[config.mk]
export PLATFORM = sky130hd
export DESIGN_NAME = crg_clock_reset
export DESIGN_NICKNAME = d
export VERILOG_FILES = /design/src/crg_pkg.sv /design/src/crg_clock_reset.sv
export VERILOG_INCLUDE_DIRS = /design/src
export SDC_FILE = /design/constraint.sdc
export NUM_CORES = 1
export LEC_CHECK = 0
export BUFFER_PORTS_ARGS = -buffer_cell sky130_fd_sc_hd__buf_2
export CAP_MARGIN = 20
export CORE_ASPECT_RATIO = 0.75
export CORE_MARGIN = 2
export CORE_UTILIZATION = 55
export DETAILED_ROUTE_END_ITERATION = 8
export PLACE_DENSITY = 0.81
export REMOVE_ABC_BUFFERS = 1
export SYNTH_ARGS = -nofsm -noshare
export SYNTH_HDL_FRONTEND = slang
export SYNTH_SLANG_ARGS = --single-unit
[constraint.sdc]
create_clock -name clk -period 4.2 [get_ports clk]
set_input_delay 0.42 -clock clk [delete_from_list [all_inputs] [get_ports clk]]
set_output_delay 0.42 -clock clk [all_outputs]
set_load 0.02 [all_outputs]
[src/crg_defs.svh]
`ifndef CRG_DEFS_SVH
`define CRG_DEFS_SVH
// Clock rate and the derived line clock rates.
`define CRG_CLK_HZ 10000000
`define CRG_FRAME_HZ 8000
`define CRG_DATA_CLK_HZ 1536000
`define CRG_BIT_CLK_HZ 768000
`define CRG_BITS_PER_FRAME (`CRG_BIT_CLK_HZ / `CRG_FRAME_HZ)
// Reset pulse lengths in frames of the frame sync clock, watchdog period, undervoltage hold time, PLL run length.
`define CRG_WAKE_PULSE_FRAMES 2'h2
`define CRG_WD_PULSE_FRAMES 2'h1
`define CRG_WD_PERIOD_MS 128
`define CRG_WD_FRAMES (`CRG_WD_PERIOD_MS * `CRG_FRAME_HZ / 1000)
`define CRG_DEACT_MS 64
`define CRG_DEACT_CYCLES (`CRG_DEACT_MS * (`CRG_CLK_HZ / 1000))
`define CRG_PLL_RUN 3'h6
// Register byte offsets.
`define CRG_OFS_CFG 5'h00
`define CRG_OFS_TRCFG 5'h04
`define CRG_OFS_ISR 5'h08
`define CRG_OFS_SOFTRST 5'h0c
`define CRG_OFS_WDT 5'h10
`define CRG_OFS_STAT 5'h14
// Field positions and reset values.
`define CRG_CFG_MCLK 1:0
`define CRG_CFG_DOUBLE 2
`define CRG_CFG_RSS 4:3
`define CRG_CFG_RST 5'h00
`define CRG_TRCFG_INTD 0
`define CRG_ISR_OVF 0
`define CRG_WDT_A 0
`define CRG_WDT_B 1
// Microcontroller clock half periods in clock cycles, before doubling.
`define CRG_MCLK_HALF_DIV1 5'h02
`define CRG_MCLK_HALF_DIV2 5'h04
`define CRG_MCLK_HALF_DIV8 5'h10
`endif

[src/crg_pkg.sv]
`default_nettype none
package crg_pkg;
  // Reset source choices on the shared reset or strobe pin.
  typedef enum logic [1:0] {
    CRG_RSS_NONE = 2'h0,
    CRG_RSS_STROBE = 2'h1,
    CRG_RSS_WAKE = 2'h2,
    CRG_RSS_WATCHDOG = 2'h3
  } crg_rss_e;
  // Watchdog servicing sequence tracker.
  typedef enum logic {
    CRG_WD_EXPECT_A = 1'b0,
    CRG_WD_EXPECT_B = 1'b1
  } crg_wdseq_e;
endpackage
`default_nettype wire

[src/crg_clock_reset.sv]
// Function
// - All clocks derive from the oscillator clock.
// - PLL makes frame, data, bit clocks.
// - Prescaler divides 1, 2, 8; 11 disables.
// - Double select doubles microcontroller clock rate.
// - Integrator: adjust after six same deviations.
// - Each correction shifts data clock one oscillator clock period.
// - Transmit clock derived from recovered receive clock.
// - Hardware, undervoltage and per-block soft resets.
// - Hardware reset always drives reset output.
// - Reset pulse lengths timed by frame sync.
// - Select: none, strobe, wake sources, watchdog.
// - Strobe mode: only hardware/undervoltage resets shown.
// - Command code change gives 125-250 us pulse.
// - Wake low restarts oscillator, gives pulse.
// - Selecting watchdog clears and starts timer.
// - Expiry sets overflow flag, 125 us pulse.
// - Watchdog selection locks select field.
// - Undervoltage enable is a sampled strap.
// - Hold reset 64 ms after undervoltage clears.
// - Undervoltage resets registers, stops clock at once.
// - After release clock resumes default rate.
// - Hardware reset released on falling bit clock when the strap is off; with the strap, after the 64 ms hold.
// - Soft reset bit holds block while set.
`timescale 1ns/1ps
`default_nettype none
`include "crg_defs.svh"

module crg_clock_reset #(
  parameter int unsigned DEACT_CYCLES = `CRG_DEACT_CYCLES,
  parameter int unsigned WD_FRAMES = `CRG_WD_FRAMES,
  parameter int unsigned NUM_BLOCKS = 4
) (
  // Clock and hardware reset.
  input wire logic clk,
  input wire logic reset_n,
  // Avalon-MM register slave.
  input wire logic [4:0] address,
  input wire logic read,
  input wire logic write,
  input wire logic [31:0] writedata,
  output logic [31:0] readdata,
  output logic waitrequest,
  // Line side and external inputs.
  input wire logic line_pulse,
  input wire logic [3:0] command_indicate_down,
  input wire logic subscriber_wake_in,
  input wire logic undervoltage_enable_strap,
  input wire logic undervoltage_det,
  input wire logic second_strobe_function,
  // Generated clocks.
  output logic frame_sync_clock,
  output logic double_rate_data_clock,
  output logic serial_bit_clock,
  output logic line_tx_clock,
  output logic mclk_out,
  // Resets and wake.
  output logic reset_or_strobe_out,
  output logic [NUM_BLOCKS-1:0] block_reset,
  output logic oscillator_wake
);

  localparam logic [23:0] DATA_STEP = 24'(2 * `CRG_DATA_CLK_HZ);
  localparam logic [23:0] PHASE_MOD = 24'(`CRG_CLK_HZ);
  localparam logic [6:0] BIT_LAST = 7'(`CRG_BITS_PER_FRAME - 1);
  localparam logic [19:0] DEACT_LAST = 20'(DEACT_CYCLES - 1);
  localparam logic [10:0] WD_LAST = 11'(WD_FRAMES - 1);

  logic strap_q;
  logic uv_active;
  logic regs_rst;
  logic sys_hold_q;
  logic [19:0] deact_q;
  logic [23:0] nco_q;
  logic data_clk_q, bit_clk_q, frame_q;
  logic data_rise, bit_fall, frame_tick;
  logic [6:0] bit_cnt_q;
  logic adj_len, adj_short;
  logic dir_q;
  logic [2:0] run_q;
  logic [4:0] cfg_q;
  logic intd_q;
  logic wov_q;
  logic [NUM_BLOCKS-1:0] block_soft_reset_reg_q;
  logic ack_q;
  logic bus_wr, bus_rd;
  crg_pkg::crg_rss_e rss;
  crg_pkg::crg_wdseq_e seq_q;
  logic wdt_wr, wd_restart, wd_expire, wd_select;
  logic [10:0] wd_cnt_q;
  logic [3:0] ci_prev_q;
  logic wake_prev_q;
  logic ci_event, wake_event;
  logic [1:0] pulse_q;
  logic [4:0] mclk_cnt_q, mclk_half;
  logic mclk_q;

  ////////////////////////////////////////////////////////////////////////////
  // Reset management.

  // The strap is caught while the hardware reset is held, never by the reset itself.
  always_ff @(posedge clk) begin
    if (!reset_n) begin
      strap_q <= undervoltage_enable_strap;
    end
  end

  assign uv_active = strap_q && undervoltage_det;
  // Registers reset from the hardware pin or undervoltage at once.
  assign regs_rst = !reset_n || uv_active;

  // Output-side reset hold: bit clock release without the strap, 64 ms with it.
  always_ff @(posedge clk) begin
    if (!reset_n || uv_active) begin
      sys_hold_q <= 1'b1;
      deact_q <= 20'h00000;
    end else if (sys_hold_q) begin
      if (strap_q) begin
        deact_q <= deact_q + 20'h00001;
        if (deact_q == DEACT_LAST) begin
          sys_hold_q <= 1'b0;
        end
      end else if (bit_fall) begin
        sys_hold_q <= 1'b0;
      end
    end
  end

  ////////////////////////////////////////////////////////////////////////////
  // Digital phase lock: fractional divider from the oscillator clock.

  // A correction skips one accumulate (longer) or adds twice (shorter).
  always_ff @(posedge clk) begin
    if (!reset_n) begin
      nco_q <= 24'h000000;
      data_clk_q <= 1'b0;
    end else begin
      if (adj_len) begin
        nco_q <= nco_q;
      end else if (nco_q + (adj_short ? 24'(2 * DATA_STEP) : DATA_STEP) >= PHASE_MOD) begin
        nco_q <= nco_q + (adj_short ? 24'(2 * DATA_STEP) : DATA_STEP) - PHASE_MOD;
        data_clk_q <= !data_clk_q;
      end else begin
        nco_q <= nco_q + (adj_short ? 24'(2 * DATA_STEP) : DATA_STEP);
      end
    end
  end

  assign data_rise = !data_clk_q && !adj_len &&
                     (nco_q + (adj_short ? 24'(2 * DATA_STEP) : DATA_STEP) >= PHASE_MOD);

  // Bit clock halves the data clock; frame sync marks every 96th bit.
  always_ff @(posedge clk) begin
    if (!reset_n) begin
      bit_clk_q <= 1'b0;
      bit_cnt_q <= 7'h00;
      frame_q <= 1'b0;
    end else if (data_rise) begin
      bit_clk_q <= !bit_clk_q;
      if (bit_clk_q) begin
        bit_cnt_q <= (bit_cnt_q == BIT_LAST) ? 7'h00 : bit_cnt_q + 7'h01;
        frame_q <= (bit_cnt_q == BIT_LAST);
      end
    end
  end

  assign bit_fall = data_rise && bit_clk_q;
  assign frame_tick = bit_fall && (bit_cnt_q == BIT_LAST);

  // Deviation filter: integrator waits for six alike, otherwise every pulse.
  always_ff @(posedge clk) begin
    if (regs_rst) begin
      dir_q <= 1'b0;
      run_q <= 3'h0;
    end else if (line_pulse) begin
      dir_q <= data_clk_q;
      if (intd_q || adj_len || adj_short) begin
        run_q <= 3'h0;
      end else if (dir_q == data_clk_q) begin
        run_q <= run_q + 3'h1;
      end else begin
        run_q <= 3'h1;
      end
    end
  end

  // A pulse during the high half means the local clock is early: lengthen.
  assign adj_len = line_pulse && data_clk_q &&
                   (intd_q || (dir_q && run_q == `CRG_PLL_RUN - 3'h1));
  assign adj_short = line_pulse && !data_clk_q &&
                     (intd_q || (!dir_q && run_q == `CRG_PLL_RUN - 3'h1));

  assign frame_sync_clock = frame_q;
  assign double_rate_data_clock = data_clk_q;
  assign serial_bit_clock = bit_clk_q;
  // Transmit follows the recovered receive timing, so no own generator.
  assign line_tx_clock = bit_clk_q;

  ////////////////////////////////////////////////////////////////////////////
  // Microcontroller clock prescaler.

  always_comb begin
    case (cfg_q[`CRG_CFG_MCLK])
      2'h0: mclk_half = `CRG_MCLK_HALF_DIV1;
      2'h1: mclk_half = `CRG_MCLK_HALF_DIV2;
      2'h2: mclk_half = `CRG_MCLK_HALF_DIV8;
      default: mclk_half = 5'h00;
    endcase
    if (cfg_q[`CRG_CFG_DOUBLE]) begin
      mclk_half = mclk_half >> 1;
    end
  end

  // Reset puts the select back to its default, so release resumes that rate.
  always_ff @(posedge clk) begin
    if (regs_rst || mclk_half == 5'h00) begin
      mclk_cnt_q <= 5'h00;
      mclk_q <= 1'b0;
    end else if (mclk_cnt_q >= mclk_half - 5'h01) begin
      mclk_cnt_q <= 5'h00;
      mclk_q <= !mclk_q;
    end else begin
      mclk_cnt_q <= mclk_cnt_q + 5'h01;
    end
  end

  // Gated so undervoltage stops the clock the moment it is seen.
  assign mclk_out = mclk_q && !uv_active;

  ////////////////////////////////////////////////////////////////////////////
  // Register slave: one wait cycle, then the access completes.

  assign waitrequest = (read || write) && !ack_q;
  assign bus_wr = write && ack_q;
  assign bus_rd = read && ack_q;
  assign wdt_wr = bus_wr && address == `CRG_OFS_WDT;

  always_ff @(posedge clk) begin
    if (!reset_n) begin
      ack_q <= 1'b0;
    end else begin
      ack_q <= (read || write) && !ack_q;
    end
  end

  always_ff @(posedge clk) begin
    if (regs_rst) begin
      readdata <= 32'h00000000;
    end else if (read && !ack_q) begin
      case (address)
        `CRG_OFS_CFG: readdata <= {27'h0000000, cfg_q};
        `CRG_OFS_TRCFG: readdata <= {31'h00000000, intd_q};
        `CRG_OFS_ISR: readdata <= {31'h00000000, wov_q};
        `CRG_OFS_SOFTRST: readdata <= 32'(block_soft_reset_reg_q);
        `CRG_OFS_STAT: readdata <= {24'h000000, 1'b0, run_q, strap_q, seq_q,
                                    (pulse_q != 2'h0), sys_hold_q};
        default: readdata <= 32'h00000000;
      endcase
    end
  end

  assign rss = crg_pkg::crg_rss_e'(cfg_q[`CRG_CFG_RSS]);
  assign wd_select = bus_wr && address == `CRG_OFS_CFG &&
                     rss != crg_pkg::CRG_RSS_WATCHDOG &&
                     writedata[4:3] == 2'(crg_pkg::CRG_RSS_WATCHDOG);

  // Configuration; once the watchdog is chosen only a reset frees the select.
  always_ff @(posedge clk) begin
    if (regs_rst) begin
      cfg_q <= `CRG_CFG_RST;
      intd_q <= 1'b0;
    end else begin
      if (bus_wr && address == `CRG_OFS_CFG) begin
        cfg_q[2:0] <= writedata[2:0];
        if (rss != crg_pkg::CRG_RSS_WATCHDOG) begin
          cfg_q[`CRG_CFG_RSS] <= writedata[4:3];
        end
      end
      if (bus_wr && address == `CRG_OFS_TRCFG) begin
        intd_q <= writedata[`CRG_TRCFG_INTD];
      end
    end
  end

  // Soft reset bits hold their block for as long as they read one.
  always_ff @(posedge clk) begin
    if (regs_rst) begin
      block_soft_reset_reg_q <= '0;
    end else if (bus_wr && address == `CRG_OFS_SOFTRST) begin
      block_soft_reset_reg_q <= writedata[NUM_BLOCKS-1:0];
    end
  end

  generate
    for (genvar i = 0; i < NUM_BLOCKS; i++) begin : g_blk
      assign block_reset[i] = block_soft_reset_reg_q[i] || regs_rst;
    end
  endgenerate

  // Overflow flag: write one to clear, but a new expiry in that cycle wins.
  always_ff @(posedge clk) begin
    if (regs_rst) begin
      wov_q <= 1'b0;
    end else if (wd_expire) begin
      wov_q <= 1'b1;
    end else if (bus_wr && address == `CRG_OFS_ISR && writedata[`CRG_ISR_OVF]) begin
      wov_q <= 1'b0;
    end
  end

  ////////////////////////////////////////////////////////////////////////////
  // Watchdog, counted in frames.

  // Step A arms the tracker, step B completes; anything else disarms.
  always_ff @(posedge clk) begin
    if (regs_rst || wd_select || wd_restart) begin
      seq_q <= crg_pkg::CRG_WD_EXPECT_A;
    end else if (wdt_wr) begin
      if (writedata[`CRG_WDT_A] && !writedata[`CRG_WDT_B]) begin
        seq_q <= crg_pkg::CRG_WD_EXPECT_B;
      end else begin
        seq_q <= crg_pkg::CRG_WD_EXPECT_A;
      end
    end
  end

  assign wd_restart = wdt_wr && seq_q == crg_pkg::CRG_WD_EXPECT_B &&
                      !writedata[`CRG_WDT_A] && writedata[`CRG_WDT_B];
  assign wd_expire = rss == crg_pkg::CRG_RSS_WATCHDOG && frame_tick && wd_cnt_q == WD_LAST;

  always_ff @(posedge clk) begin
    if (regs_rst || wd_select || wd_restart || wd_expire) begin
      wd_cnt_q <= 11'h000;
    end else if (rss == crg_pkg::CRG_RSS_WATCHDOG && frame_tick) begin
      wd_cnt_q <= wd_cnt_q + 11'h001;
    end
  end

  ////////////////////////////////////////////////////////////////////////////
  // Wake sources and the generated reset pulse.

  always_ff @(posedge clk) begin
    if (regs_rst) begin
      ci_prev_q <= command_indicate_down;
      wake_prev_q <= 1'b1;
    end else begin
      ci_prev_q <= command_indicate_down;
      wake_prev_q <= subscriber_wake_in;
    end
  end

  assign ci_event = ci_prev_q != command_indicate_down;
  // A 65 ns pulse can fall between two samples, as the clock period is longer.
  assign wake_event = wake_prev_q && !subscriber_wake_in;
  assign oscillator_wake = !subscriber_wake_in;

  // Frames left in the pulse; starting mid-frame gives 125 to 250 us.
  always_ff @(posedge clk) begin
    if (regs_rst) begin
      pulse_q <= 2'h0;
    end else if (rss == crg_pkg::CRG_RSS_WAKE && (ci_event || wake_event)) begin
      pulse_q <= `CRG_WAKE_PULSE_FRAMES;
    end else if (wd_expire) begin
      pulse_q <= `CRG_WD_PULSE_FRAMES;
    end else if (frame_tick && pulse_q != 2'h0) begin
      pulse_q <= pulse_q - 2'h1;
    end
  end

  // The system hold shows in every mode; strobe mode shows nothing else.
  always_comb begin
    if (sys_hold_q) begin
      reset_or_strobe_out = 1'b0;
    end else if (rss == crg_pkg::CRG_RSS_STROBE) begin
      reset_or_strobe_out = second_strobe_function;
    end else begin
      reset_or_strobe_out = (pulse_q == 2'h0);
    end
  end

  ////////////////////////////////////////////////////////////////////////////
  // Checks.

  a_hold_drives_out: assert property (@(posedge clk) sys_hold_q |-> !reset_or_strobe_out)
    else $error("reset output not low during hold");
  a_uv_stops_mclk: assert property (@(posedge clk) uv_active |-> !mclk_out)
    else $error("mclk running during undervoltage");
  a_rss_locked: assert property (@(posedge clk) disable iff (regs_rst)
      rss == crg_pkg::CRG_RSS_WATCHDOG |=> rss == crg_pkg::CRG_RSS_WATCHDOG)
    else $error("watchdog selection changed");
  a_wd_pulse_len: assert property (@(posedge clk) disable iff (regs_rst)
      wd_expire |=> (pulse_q == 2'h1) && !reset_or_strobe_out)
    else $error("watchdog pulse not started");
  a_wd_flag_set: assert property (@(posedge clk) disable iff (regs_rst) wd_expire |=> wov_q)
    else $error("overflow flag not set");
  a_select_clears_wd: assert property (@(posedge clk) disable iff (regs_rst)
      wd_select |=> wd_cnt_q == 11'h000 && seq_q == crg_pkg::CRG_WD_EXPECT_A)
    else $error("watchdog not cleared on selection");
  a_bad_order_no: assert property (@(posedge clk) disable iff (regs_rst)
      wdt_wr && writedata[1:0] != 2'h1 |=> seq_q == crg_pkg::CRG_WD_EXPECT_A)
    else $error("tracker not back to first step");
  a_strobe_passes: assert property (@(posedge clk)
      !sys_hold_q && rss == crg_pkg::CRG_RSS_STROBE |-> reset_or_strobe_out == second_strobe_function)
    else $error("strobe not passed");
  a_mclk_off_sel: assert property (@(posedge clk) disable iff (regs_rst)
      cfg_q[1:0] == 2'h3 ##1 cfg_q[1:0] == 2'h3 |-> !mclk_out)
    else $error("mclk not disabled");
  a_hw_release_edge: assert property (@(posedge clk)
      $fell(sys_hold_q) && !strap_q |-> $past(bit_fall))
    else $error("release not on bit clock fall");
  a_block_soft_reset_reg_holds: assert property (@(posedge clk) disable iff (regs_rst)
      bus_wr && address == `CRG_OFS_SOFTRST && writedata[0] |=> block_reset[0])
    else $error("soft reset not held");

  c_wd_expire: cover property (@(posedge clk) wd_expire);
  c_wd_service: cover property (@(posedge clk) wd_restart);
  c_wake_pulse: cover property (@(posedge clk) rss == crg_pkg::CRG_RSS_WAKE && wake_event);
  c_pll_adjust: cover property (@(posedge clk) adj_len || adj_short);

endmodule // crg_clock_reset
`default_nettype wire

**Word-level counts from Yosys, hierarchy flattened**

Index checks and enable logic that the tools add are counted.

- Multipliers: 0
- Div/mod/pow operators: 0
- Shift-type cells: 0
- Reductions and logical operators: 72
- Muxes and demuxes: 20
- $lt $le $gt $ge: 2
- Bitwise operators: 1
- Add/sub/neg operators: 9
- Equality and inequality tests: 18

Operators with widths:

| cell | count |
|---|---|
| one-hot mux 7 bit (5 select lines) | 1 |
| logical AND 1 bit | 32 |
| adder 24 x 23 -> 24 bit | 1 |
| greater-or-equal comparator 24 bit, second input constant | 1 |
| 2-to-1 mux 24 bit | 1 |
| subtractor 24 bit, second input constant | 1 |
| 2-to-1 mux 23 bit | 1 |
| adder 20 x 1 -> 20 bit, second input constant | 1 |
| equality test 20 bit, second input constant | 1 |
| logical OR 1 bit | 15 |
| one-hot mux 5 bit (3 select lines) | 1 |
| adder 11 x 1 -> 11 bit, second input constant | 1 |
| equality test 11 x 10 -> 1 bit, second input constant | 1 |
| zero test 1 bit | 11 |
| equality test 5 x 4 -> 1 bit, second input constant | 2 |
| equality test 5 bit, second input constant | 2 |
| zero test 5 bit | 2 |
| 2-to-1 mux 1 bit | 9 |
| equality test 2 bit, second input constant | 4 |
| AND reduction 2 bit | 4 |
| adder 7 x 1 -> 7 bit, second input constant | 1 |
| equality test 7 bit, second input constant | 1 |
| 2-to-1 mux 7 bit | 1 |
| 2-to-1 mux 2 bit | 3 |
| other kinds (18) | 24 |

- Memories: 0
- Output and inout bits: 44
- Register bits after elaboration: 129
- ROM bits: 0
- Latch bits: 0
- RAM bits: 0

**Longest topological paths before layout**

Gate-level depths: netlist of run 1.

- Depth in word-level cells: 14
- Depth in mapped cells: 17
- Gate-level depth less buffers: 16

**Least setup slack after synthesis of run 1**

No wires, ideal clock.

- Path kind: input port to flip-flop
- Start point: in line_pulse
- End point: reg bit_cnt_q[5]
- Slack: 586 ps
- Stages: 15
- Data required time: 4069 ps
- Library setup time: 131 ps
- Data arrival time: 3483 ps
- Cells stage by stage: clkbuf_1 -> nor2b_1 -> o21ai_0 -> ha_1 -> inv_1 -> ha_1 -> nor2b_1 -> o211ai_1 -> a2111oi_0 -> nor4_1 -> a311oi_4 -> nand2_1 -> buf_2 -> o311ai_1 -> o41ai_1

- Cells in the longest elaborated chain, start to end: 7

RTL lines:

| what | line | RTL |
|---|---|---|
| from (decl) | crg_clock_reset.sv:45 | `input wire logic line_pulse,` |
| logical AND 1 bit (2 in series) | crg_clock_reset.sv:190 | `assign adj_short = line_pulse && !data_clk_q &&` |
| 2-to-1 mux 23 bit | crg_clock_reset.sv:150 | `(nco_q + (adj_short ? 24'(2 * DATA_STEP) : DATA_STEP) >= PHASE_MOD);` |
| adder 24 x 23 -> 24 bit | crg_clock_reset.sv:150 |  |
| greater-or-equal comparator 24 bit | crg_clock_reset.sv:150 |  |
| logical AND 1 bit * | crg_clock_reset.sv:149 | `assign data_rise = !data_clk_q && !adj_len &&` |
| AND reduction 2 bit (no line) * | -- |  |
| to (signal assigned) | crg_clock_reset.sv:161 | `bit_cnt_q <= (bit_cnt_q == BIT_LAST) ? 7'h00 : bit_cnt_q + 7'h01;` |
| to (decl) | crg_clock_reset.sv:77 | `logic [6:0] bit_cnt_q;` |

Every way passes the cells marked *; elsewhere a longest branch is shown, timed or not.
A chain may end at the register's enable or synchronous reset.

**Worst setup path after layout of run 1**

- Start point: reg run_q[1]
- End point: reg bit_cnt_q[5]

- Cells in the longest elaborated chain, start to end: 9

RTL lines:

| what | line | RTL |
|---|---|---|
| from (decl) | crg_clock_reset.sv:80 | `logic [2:0] run_q;` |
| from (signal assigned) | crg_clock_reset.sv:180 | `run_q <= run_q + 3'h1;` |
| equality test 3 bit * | crg_clock_reset.sv:189, crg_clock_reset.sv:191 |  |
| logical AND 1 bit | crg_clock_reset.sv:191 | `` (intd_q \|\| (!dir_q && run_q == `CRG_PLL_RUN - 3'h1)); `` |
| logical OR 1 bit | crg_clock_reset.sv:191 |  |
| logical AND 1 bit | crg_clock_reset.sv:190 |  |
| 2-to-1 mux 23 bit | crg_clock_reset.sv:150 |  |
| adder 24 x 23 -> 24 bit | crg_clock_reset.sv:150 |  |
| greater-or-equal comparator 24 bit | crg_clock_reset.sv:150 |  |
| logical AND 1 bit * | crg_clock_reset.sv:149 |  |
| AND reduction 2 bit (no line) * | -- |  |

Marked as above.

==> metrics.cfg, run 1 <==
[status]
outcome = finished clean

[run]
maxcap_violations = 0

[worst_setup_path]
critical_path_peak_fanout = 11
cp.required_ns = 4.41
path_class = reg2reg
setup.worst_path.start = run_q[1]$_SDFFE_PP0P_
critical_path.reg2reg.startpoint = run_q[1]$_SDFFE_PP0P_
worstSetupStartpointType = flop
crit_path_end_kind = flop
worst_ep_arrival_time_ns = 4.21
rr_worst_depth = 18

[min_path]
min_delay_path_depth = 1
worst_hold_path_type = in2reg
timing.hold.worst.start = command_indicate_down[2]

[global_routing]
globalRouteOverflowTotal = 0
groute.usage.overall_pct = 23.0
grt_max_degree = 44
grt_pass1_wl_mm = 19.0
antenna_found_initial = 0
first_global_vias = 4248

[yosys]
yosys_warnings = 0
synth.lib_cells_used.distinct = 63
synth_sequential_area_ratio_pct = 37.3
number_of_enable_flip_flop_cells_after_synthesis = 1
synthDominantAreaCellType = dfxtp_1
synth_most_common_cell = dfxtp_1
synth-main-ff-cell = dfxtp_1
synth_async_reset_ratio_pct = 0
yosys-top-cells-count = 96 x dfxtp_1, 75 x nor2_1, 65 x nand2_1
syn_inst = 635
ys_ff_latch = 97
synthesis.area_sq_um = 5240
netlist_top_cells_area = dfxtp_1 37%, xor2_1 6.0%, nor2_1 5.4%
post_synth.cell_area_avg_sq_um = 8.25
portion_of_synthesized_cell_area_occupied_by_the_leading_cell_type_pct = 36.7

[layout]
antenna-diode-count = 0
layout-drive-gt1-share_pct = 12.0
final_net_count = 748
utilization_pct = 63.6
layout-area-overhead-vs-synth_pct = 11.3
final_cell_area_sq_um = 5830
fillers = 746

[route]
post-route-drc-count = 0
route.final.wire_length_mm = 11.6
via_per_inst = 5.60
antenna_left = 0
drt_first_iter_violations = 337
avgRoutedWirePerCell_microns = 14.4
firstDrtPassIters = 5
routed-via-count = 4532

[timing]
period_share_pct = 95.2
fin_setup_tns_ns = 0
fmax_ghz = 0.250
timing.final.hold_violations = 0
final.min_clock_period_ns = 4.00
final_critical_path_setup_slack_ns = 0.200
worst-slew-pin-transition_ns = 0.997
timing.slew.headroom_pct = 32.9
finalClockSkew_ns = 0.00952
finalSetupViolations = 0
slew_violations = 0

[die]
core-area_sq_um = 9160
fp-row-count = 30
dieArea_sq_um = 10300
top_level_ports = 94
fp.dieW_microns = 117
effective_utilization_at_floorplan_pct = 57.2
die_height_microns = 88.5

[clocking]
numClockSinks = 97
cts_tree = built
clk_root_buffer_cell = clkbuf_16
htree_levels = 3
clk_pin_slew_ns = 0.07
clk_latency_ns = 0.35
tritoncts.num_buffers = 9
clockBufferDepth = 2

[place]
placedInstanceArea_sq_um = 5470
pre_cts_ws_ns = 0.0874
place_congestion = 0.929
portBuffers = 41
dp_hpwl_mm = 8.35

[power_and_ir_drop]
vdd_drop_max_mv = 0.205
power.leakage_nw = 2.26
design_power_total_mw = 2.96
cellPowerDensity_nw_per_um2 = 508

==> cells by family (layout without fill, tap and decap cells) <==
group                      count (synthesis)  count (layout)  synth area share, %
AOI/OAI and AO/OA                        119             119                 14.5
other                                      1              25               0.0716
xor gates and xnor gates                  56              56                 9.51
buffers and inverters                     66              88                 6.76
and+or+nand+nor                          264             264                 24.5
adders and majority gates                 22              22                 5.26
DFF                                       97              97                 37.3
muxes                                     10              10                 2.17
==> report_power, final <==
part	internal [mW]	switching (mW)	total (mW)
clock network	0.494	0.344	0.838
logic	0.446	0.589	1.04
registers	1.00	0.0813	1.09
total	1.94	1.01	2.96
==> path summary, 6_finish.rpt <==
kind	to	slack [ns]
setup / recovery	bit_cnt_q[5]$_SDFFE_PN0P_	0.20
hold / removal	ci_prev_q[2]$_DFF_P_	0.19
setup reg to reg	bit_cnt_q[5]$_SDFFE_PN0P_	0.20
hold reg to reg	wd_cnt_q[10]$_SDFFE_PP0P_	0.47
==> metal layers <==
metal	vias up	GRT usage (%)	wire length (microns)
li1	2232	-	-
met1	2134	29.6	5430
met2	148	38.6	5400
met3	18	6.16	678
met4	0	6.52	137
met5	-	0	0
==> cells in the final DEF, fill, tap and decap left out, types with 11 or more instances in the layout <==
cell | synthesis | routed
buf_2 | 4 | 41
inv_1 | 19 | 19
dfxtp_1 | 96 | 96
nand4_1 | 11 | 11
nand3_1 | 29 | 29
xnor2_1 | 19 | 19
xor2_1 | 36 | 35
o21ai_0 | 23 | 23
nand2_1 | 65 | 64
nor2b_1 | 12 | 12
nor2_1 | 75 | 75
nand2b_1 | 15 | 15
conb_1 | 1 | 25
ha_1 | 22 | 22
a21oi_1 | 46 | 46
==> flip-flops by register name, summed over array words and instances, names as in the netlist, 2 cells and up <==
register,count
readdata,7
deact_q,20
mclk_cnt_q,5
bit_cnt_q,7
ci_prev_q,4
wd_cnt_q,11
nco_q,17
cfg_q,5
pulse_q,2
run_q,3
block_soft_reset_reg_q,4
==> repair_timing <==
action / CTS / global route
endpoints found under the setup margin: 0 / 38
resized for setup: 0 / 7
hold buffers: 0 / 0
setup buffers: 0 / 3
==> metrics by stage <==
stage	hold slack, ns	std cells
finish	0.192	809
global route	0.185	809
floorplan	0.430	613
CTS	0.186	806
detailed placement	0.456	790
global placement	0.439	790
==> worst max-delay path, cell delays in order (launching register included) <==
cell and delay, ns:
dfxtp_1 0.38, inv_1 0.06, ha_1 0.23, nand2_1 0.09, nor2_1 0.04, o21ai_0 0.20, buf_4 0.18, ha_1 0.19
inv_1 0.05, ha_1 0.18, nor2b_1 0.16, o211ai_1 0.34, a2111oi_2 0.15, o31a_1 0.37, a311oi_4 0.34, buf_4 0.19
nand2_1 0.19, o311ai_1 0.39, o41ai_1 0.14
==> layout make-up <==
| type | count | area (sq um) | share of cell area, % |
|---|---|---|---|
| well taps | 128 | 160 | 2.75 |
| inverters | 20 | 75.1 | 1.29 |
| clock buffers | 12 | 256 | 4.40 |
| multi-input cells | 496 | 3040 | 52.2 |
| clock inverters | 4 | 51.3 | 0.880 |
| repair buffers | 52 | 292 | 5.00 |
| flip-flops and latches | 97 | 1950 | 33.5 |
(Power assumes the default switching activity.)
==> run 2: changes to the inputs <==
--- a/config.mk
+++ b/config.mk
@@ -12,8 +12,9 @@
 export CORE_MARGIN = 2
 export CORE_UTILIZATION = 55
 export DETAILED_ROUTE_END_ITERATION = 8
-export PLACE_DENSITY = 0.81
+export PLACE_DENSITY = 0.91
 export REMOVE_ABC_BUFFERS = 1
+export SETUP_SLACK_MARGIN = 0.5
 export SYNTH_ARGS = -nofsm -noshare
 export SYNTH_HDL_FRONTEND = slang
 export SYNTH_SLANG_ARGS = --single-unit
==> run 2 against run 1 <==
  * The run now ends with DRC left
  * Total power grew 5.2%
  * Fmax grew 8.8%
  * Hold slack gained 0.0071 ns
  * Design area grew 3.1%
  * Cell count grew 0.87%
  * Global-route usage grew 1.6 points
  * Largest cell class unchanged
  * Critical endpoint is now pulse_q[0]$_SDFFE_PP0P_
  * Clock-buffer cell count shrank 3
  * Sequential power is essentially flat
  * Critical path type unchanged
  * Via count grew 11%
==> metrics.cfg, run 2 (same netlist as run 1, synthesis figures left out) <==
[layout]
regMostFlops = deact_q
seqCellArea_sq_um = 1960
highest_count_cells_in_the_layout_ignoring_fill_and_taps = 94 x dfxtp_1, 75 x nor2_1, 62 x nand2_1
layout-area-overhead-vs-synth_pct = 14.7
flip_flop_count_of_the_largest_register_all_copies_and_words_added = 20
final_net_count = 755
multiInputGateArea_sq_um = 3170
fillers = 622
antenna-diode-count = 0
top_regs = deact_q x20, nco_q x17, wd_cnt_q x11
layout-drive-gt1-share_pct = 15.8
layout_commonest_cell = dfxtp_1
utilization_pct = 65.6

[clocking]
numClockSinks = 97
clockBufferDepth = 2
clk_pin_slew_ns = 0.07
cts_tree = built
clk_root_buffer_cell = clkbuf_16
clk_latency_ns = 0.34
htree_levels = 3
tritoncts.num_buffers = 9

[route]
routed-via-count = 5024
via_per_inst = 6.16
drt_first_iter_violations = 583
route.final.wire_length_mm = 14.0
avgRoutedWirePerCell_microns = 17.1
post-route-drc-count = 1
antenna_left = 0
firstDrtPassIters = 7

[timing]
worst-slew-pin-transition_ns = 1.13
timing.slew.headroom_pct = 24.1
final.min_clock_period_ns = 3.68
rsz0062_at_grt = false
finalSetupViolations = 0
finalClockSkew_ns = 0.00583
period_share_pct = 87.5
timing.final.hold_violations = 0
hold-worst-slack_ns = 0.199
fmax_ghz = 0.272
slew_violations = 0

[power_and_ir_drop]
combPwrFrac_pct = 39.1
sequentialPowerShare_pct = 35.4
design_power_total_mw = 3.11
p_int_mw = 1.94
vdd_drop_max_mv = 0.262
power.net_switching_mw = 1.18
power.leakage_nw = 2.31
cellPowerDensity_nw_per_um2 = 518
swShare_pct = 37.7
clockPowerShare_pct = 25.6

[worst_setup_path]
worstSetupStartpointType = flop
crit_path_end_kind = flop
critical_path_peak_fanout = 5
path_class = reg2reg
rr_worst_depth = 18
crit-reg2reg-capture = pulse_q[0]$_SDFFE_PP0P_
r2r_slack_ns = 0.52
critical_path.reg2reg.startpoint = run_q[1]$_SDFFE_PP0P_
cp.required_ns = 4.45
worst_ep_arrival_time_ns = 3.93

[die]
top_level_ports = 94
dieArea_sq_um = 10300
fp-row-count = 30
die_height_microns = 88.5
fp.dieW_microns = 117
effective_utilization_at_floorplan_pct = 57.2
core-area_sq_um = 9160

[global_routing]
grt_max_degree = 34
globalRouteOverflowTotal = 0
groute.usage.overall_pct = 24.6
antenna_found_initial = 0
grt_pass1_wl_mm = 20.4
first_global_vias = 4455

[place]
portBuffers = 41
place_congestion = 0.922
dp_hpwl_mm = 8.68

[min_path]
min_delay_path_depth = 1
timing.hold.worst.start = command_indicate_down[0]
min_delay_worst_endpoint = ci_prev_q[0]$_DFF_P_
worst_hold_path_type = in2reg

[status]
failed_checks = DRC
outcome = finished, violations left

[run]
maxcap_violations = 0

-- run 2: cell types whose count changed in the layout (fill, tap and decap cells not counted), sizes merged --
cell	before	now
bufinv	1	0
inv	19	23
buf	52	58
clkbuf	12	10
-- run 2: how the worst max path moves through the flow --
| stage | start | endpoint | depth (start not counted) |
|---|---|---|---|
| floorplan | run_q[1]$_SDFFE_PP0P_ | bit_cnt_q[3]$_SDFFE_PN0P_ | 15 |
| global route | run_q[1]$_SDFFE_PP0P_ | bit_cnt_q[3]$_SDFFE_PN0P_ | 17 |
| detailed placement | run_q[0]$_SDFFE_PP0P_ | wd_cnt_q[6]$_SDFFE_PP0P_ | 17 |
| finish | run_q[1]$_SDFFE_PP0P_ | pulse_q[0]$_SDFFE_PP0P_ | 18 |
| global placement | run_q[1]$_SDFFE_PP0P_ | wd_cnt_q[6]$_SDFFE_PP0P_ | 17 |
| CTS | run_q[0]$_SDFFE_PP0P_ | bit_cnt_q[2]$_SDFFE_PN0P_ | 18 |
-- run 2: layout make-up --
type                    count  share of cell area [%]
multi-input cells         496                    52.8
flip-flops and latches     97                    32.6
repair buffers             59                    5.85
clock buffers               9                    3.75
well taps                 128                    2.67
inverters                  20                    1.29
clock inverters             7                    1.02
-- run 2: power groups by stage --
stage | clock network (mW) | registers, mW | logic, mW
finish | 0.796 | 1.10 | 1.22
global route | 0.832 | 1.11 | 1.32
CTS | 0.796 | 1.08 | 1.04
detailed placement | 0 | 1.10 | 0.979
global placement | 0 | 1.10 | 0.933
floorplan | 0 | 1.10 | 0.751
-- run 2: critical path, cell delays in order (launching register included) --
cell and delay [ns]:
dfxtp_4 0.36, inv_4 0.05, ha_4 0.13, nand2_2 0.05
nor2_1 0.11, o21ai_1 0.09, buf_4 0.17, inv_1 0.17
ha_4 0.24, nand2_1 0.11, o211ai_1 0.13, buf_4 0.17
a2111oi_4 0.46, nor4_4 0.11, a311oi_4 0.42, buf_6 0.19
nand3_1 0.19, o21a_1 0.18, a211oi_1 0.23
-- run 2: per-layer routing --
layer,part of all wire [%],track usage [%],up-vias,wire [microns]
met5,0,0,-,0
met4,4.4,10.8,0,620
met3,9.6,5.34,84,1340
met2,47,42.2,373,6540
met1,39,30.1,2327,5480
li1,-,-,2240,-
-- run 2: through the flow --
step                      worst slack, ns  cell area, sq um  setup TNS [ns]  cells
after floorplan                   -0.0558              5050         -0.0985    613
after global placement              0.354              5470               0    790
after detailed placement           0.0762              5470               0    790
after CTS                           0.508              5820               0    809
after global routing                0.433              6010               0    816
final                               0.525              6010               0    816
-- run 2: repair_timing --
action | in CTS | in global routing
hold buffers | 0 | 0
pin swaps | 3 | 9
gates cloned | 0 | 1
gates resized for setup | 13 | 28
endpoints found under the setup margin | 41 | 41
setup buffers | 3 | 6
==> run 3: changes to the inputs <==
--- a/config.mk
+++ b/config.mk
@@ -6,13 +6,16 @@
 export SDC_FILE = /design/constraint.sdc
 export NUM_CORES = 1
 export LEC_CHECK = 0
+export ABC_AREA = 1
 export BUFFER_PORTS_ARGS = -buffer_cell sky130_fd_sc_hd__buf_2
 export CAP_MARGIN = 20
 export CORE_ASPECT_RATIO = 0.75
 export CORE_MARGIN = 2
 export CORE_UTILIZATION = 55
+export CTS_CLUSTER_SIZE = 16
 export DETAILED_ROUTE_END_ITERATION = 8
-export PLACE_DENSITY = 0.91
+export MAX_ROUTING_LAYER = met4
+export PLACE_DENSITY = 0.9
 export REMOVE_ABC_BUFFERS = 1
 export SETUP_SLACK_MARGIN = 0.5
 export SYNTH_ARGS = -nofsm -noshare
==> run 3 against run 2 <==
  * The flow now finishes without violations
  * Critical path type unchanged
  * Design area rose by 3.8%
  * Clock skew increased by 0.0017 ns
  * Synthesized cell count increased by 31%
  * Register-to-register slack better by 0.28 ns
  * Highest routed layer unchanged
  * Sequential power about the same
  * Fmax grew 8.2%
  * Combinational power is 3% lower
  * Synthesized area is 8.5% higher
  * Hold slack better by 0.0021 ns
==> metrics.cfg, run 3 <==
[status]
outcome = finished clean

[route]
routed-via-count = 5258
drt_first_iter_violations = 472
firstDrtPassIters = 5
post-route-drc-count = 0
via_per_inst = 5.21
avgRoutedWirePerCell_microns = 12.3
route.final.wire_length_mm = 12.4
antenna_left = 0

[global_routing]
groute.usage.overall_pct = 23.6
globalRouteOverflowTotal = 0
first_global_vias = 4742
grt_max_degree = 31
antenna_found_initial = 0
grt_pass1_wl_mm = 20.9

[yosys]
yosys_warnings = 0
portion_of_synthesized_cell_area_occupied_by_the_leading_cell_type_pct = 33.8
syn_inst = 830
ys_ff_latch = 97
synthDominantAreaCellType = dfxtp_1
synth_most_common_cell = nand2_1
synthesis.area_sq_um = 5680
number_of_enable_flip_flop_cells_after_synthesis = 1
synth_sequential_area_ratio_pct = 34.4
post_synth.cell_area_avg_sq_um = 6.85
synth.lib_cells_used.distinct = 43
synth_async_reset_ratio_pct = 0
synth-main-ff-cell = dfxtp_1
yosys-top-cells-count = 157 x nand2_1, 124 x inv_1, 96 x dfxtp_1
netlist_top_cells_area = dfxtp_1 34%, nand2_1 10%, inv_1 8.2%

[worst_setup_path]
largest_stage_delay_on_the_critical_path_ns = 0.38
cp.required_ns = 4.44
crit_path_end_kind = flop
worstSetupStartpointType = flop
worst_ep_arrival_time_ns = 3.64
path_class = reg2reg
path_cells = ha_1 > nand2_1 > o21ai_0 > nand3_2 > inv_2 > ha_1 > nand2_1 > clkinv_1 > nand2_1 > nand3_1 > nand2_1 > nand2_1 > nand3_1 > nand2_1 > nand2_1 > nand2_1 > nand2_4 > nand3_4 > nor2_2 > nand3_2 > nand2_4 > nor2_1
critical_path_peak_fanout = 15
crit_slowest_cell = dfxtp_1
path_common_cell = nand2_1

[clocking]
numClockSinks = 97
clk_root_buffer_cell = clkbuf_16
cts_tree = built
clk_pin_slew_ns = 0.07
tritoncts.num_buffers = 9
htree_levels = 3
clk_latency_ns = 0.35
clockBufferDepth = 2

[timing]
timing.final.hold_violations = 0
final.min_clock_period_ns = 3.40
finalSetupViolations = 0
worst-slew-pin-transition_ns = 0.776
final_critical_path_setup_slack_ns = 0.805
slew_violations = 0
fin_setup_tns_ns = 0
period_share_pct = 80.8
timing.slew.headroom_pct = 48.2
rsz0062_at_grt = true
finalClockSkew_ns = 0.00758
fmax_ghz = 0.295

[place]
portBuffers = 41
pre_cts_ws_ns = 0.587
place_congestion = 0.930
dpl.cell_count = 992
dp_hpwl_mm = 8.90

[layout]
flip_flop_count_of_the_largest_register_all_copies_and_words_added = 20
top_regs = deact_q x20, nco_q x17, wd_cnt_q x11
post_layout_nonfiller_instances = 1010
antenna-diode-count = 0
layout-area-overhead-vs-synth_pct = 9.73
final_net_count = 941
fillers = 914
highest_count_cells_in_the_layout_ignoring_fill_and_taps = 155 x nand2_1, 123 x inv_1, 96 x dfxtp_1
regMostFlops = deact_q
layout-drive-gt1-share_pct = 10.8
layout_commonest_cell = nand2_1

[min_path]
worst_hold_path_type = in2reg

[run]
maxcap_violations = 0

[die]
top_level_ports = 94
core-area_sq_um = 10200
effective_utilization_at_floorplan_pct = 55.9
die_height_microns = 92.0
dieArea_sq_um = 11200
fp-row-count = 32
fp.dieW_microns = 121

[power_and_ir_drop]
power.leakage_nw = 2.65
vdd_drop_max_mv = 0.316
cellPowerDensity_nw_per_um2 = 500

[run 3: layout make-up]
cell class	instances	area [sq um]	area share, %
multi-input combinational	586	3070	49.3
sequential	97	1950	31.3
inverter	129	484	7.77
timing repair buffer	46	259	4.15
clock buffer	10	229	3.67
tap	136	170	2.73
clock inverter	6	68.8	1.10
[run 3: stage by stage]
stage          cell area (sq um)  util, %  hold WS, ns  power [mW]
2_1_floorplan               5490        -        0.422        2.02
3_3_place_gp                5890     57.9        0.439        2.25
3_5_place_dp                5890     57.9        0.443        2.27
4_1_cts                     6190     60.9        0.196        3.10
5_1_grt                     6230     61.3        0.198        3.33
6_report                    6230     61.3        0.201        3.11
[run 3: logic make-up (layout without fill, tap and decap cells)]
logic type                 Yosys count  in the layout  share of synthesized area [%]
xor gates and xnor gates            22             22                           3.39
AOI/OAI and AO/OA                  146            146                           14.1
and+or+nand+nor                    371            371                           29.8
adders and majority gates           22             22                           4.84
other                                1             25                         0.0660
buffers and inverters              171            191                           13.4
DFF                                 97             97                           34.4
[run 3: path summary, 6_finish.rpt]
kind,start,end,slack [ns],cells after the start
worst max-delay path,run_q[0]$_SDFFE_PP0P_,wd_cnt_q[10]$_SDFFE_PP0P_,0.80,22
worst max register to register,run_q[0]$_SDFFE_PP0P_,wd_cnt_q[10]$_SDFFE_PP0P_,0.80,22
worst min register to register,bit_cnt_q[4]$_SDFFE_PN0P_,bit_cnt_q[4]$_SDFFE_PN0P_,0.46,2
worst min-delay path,command_indicate_down[1],ci_prev_q[1]$_DFF_P_,0.20,1
[run 3: worst max-delay path, delay by kind of cell (launching register included)]
| kind | cells | cell delay, ns |
|---|---|---|
| AOI/OAI and AO/OA | 1 | 0.19 |
| and+or+nand+nor | 17 | 2.00 |
| adders and majority gates | 2 | 0.51 |
| DFF | 1 | 0.38 |
| buffers and inverters | 2 | 0.20 |
[run 3: power breakdown]
part | internal, mW | switching [mW]
Sequential | 1.01 | 0.0879
Clock | 0.465 | 0.366
Combinational | 0.403 | 0.781
Total | 1.88 | 1.23
[run 3: layer usage]
layer | track usage, % | vias up | wire, microns
li1 | - | 2733 | -
met1 | 31.9 | 2386 | 6100
met2 | 35.9 | 126 | 5530
met3 | 4.73 | 13 | 605
met4 | 6.80 | 0 | 157
met5 | - | - | 0
[run 3: repair_timing]
action	4_1_cts	5_1_grt
hold buffers	0	0
buffers inserted	0	2
setup endpoints to repair	0	21
gates resized for setup	0	6
hold endpoints to repair	0	0
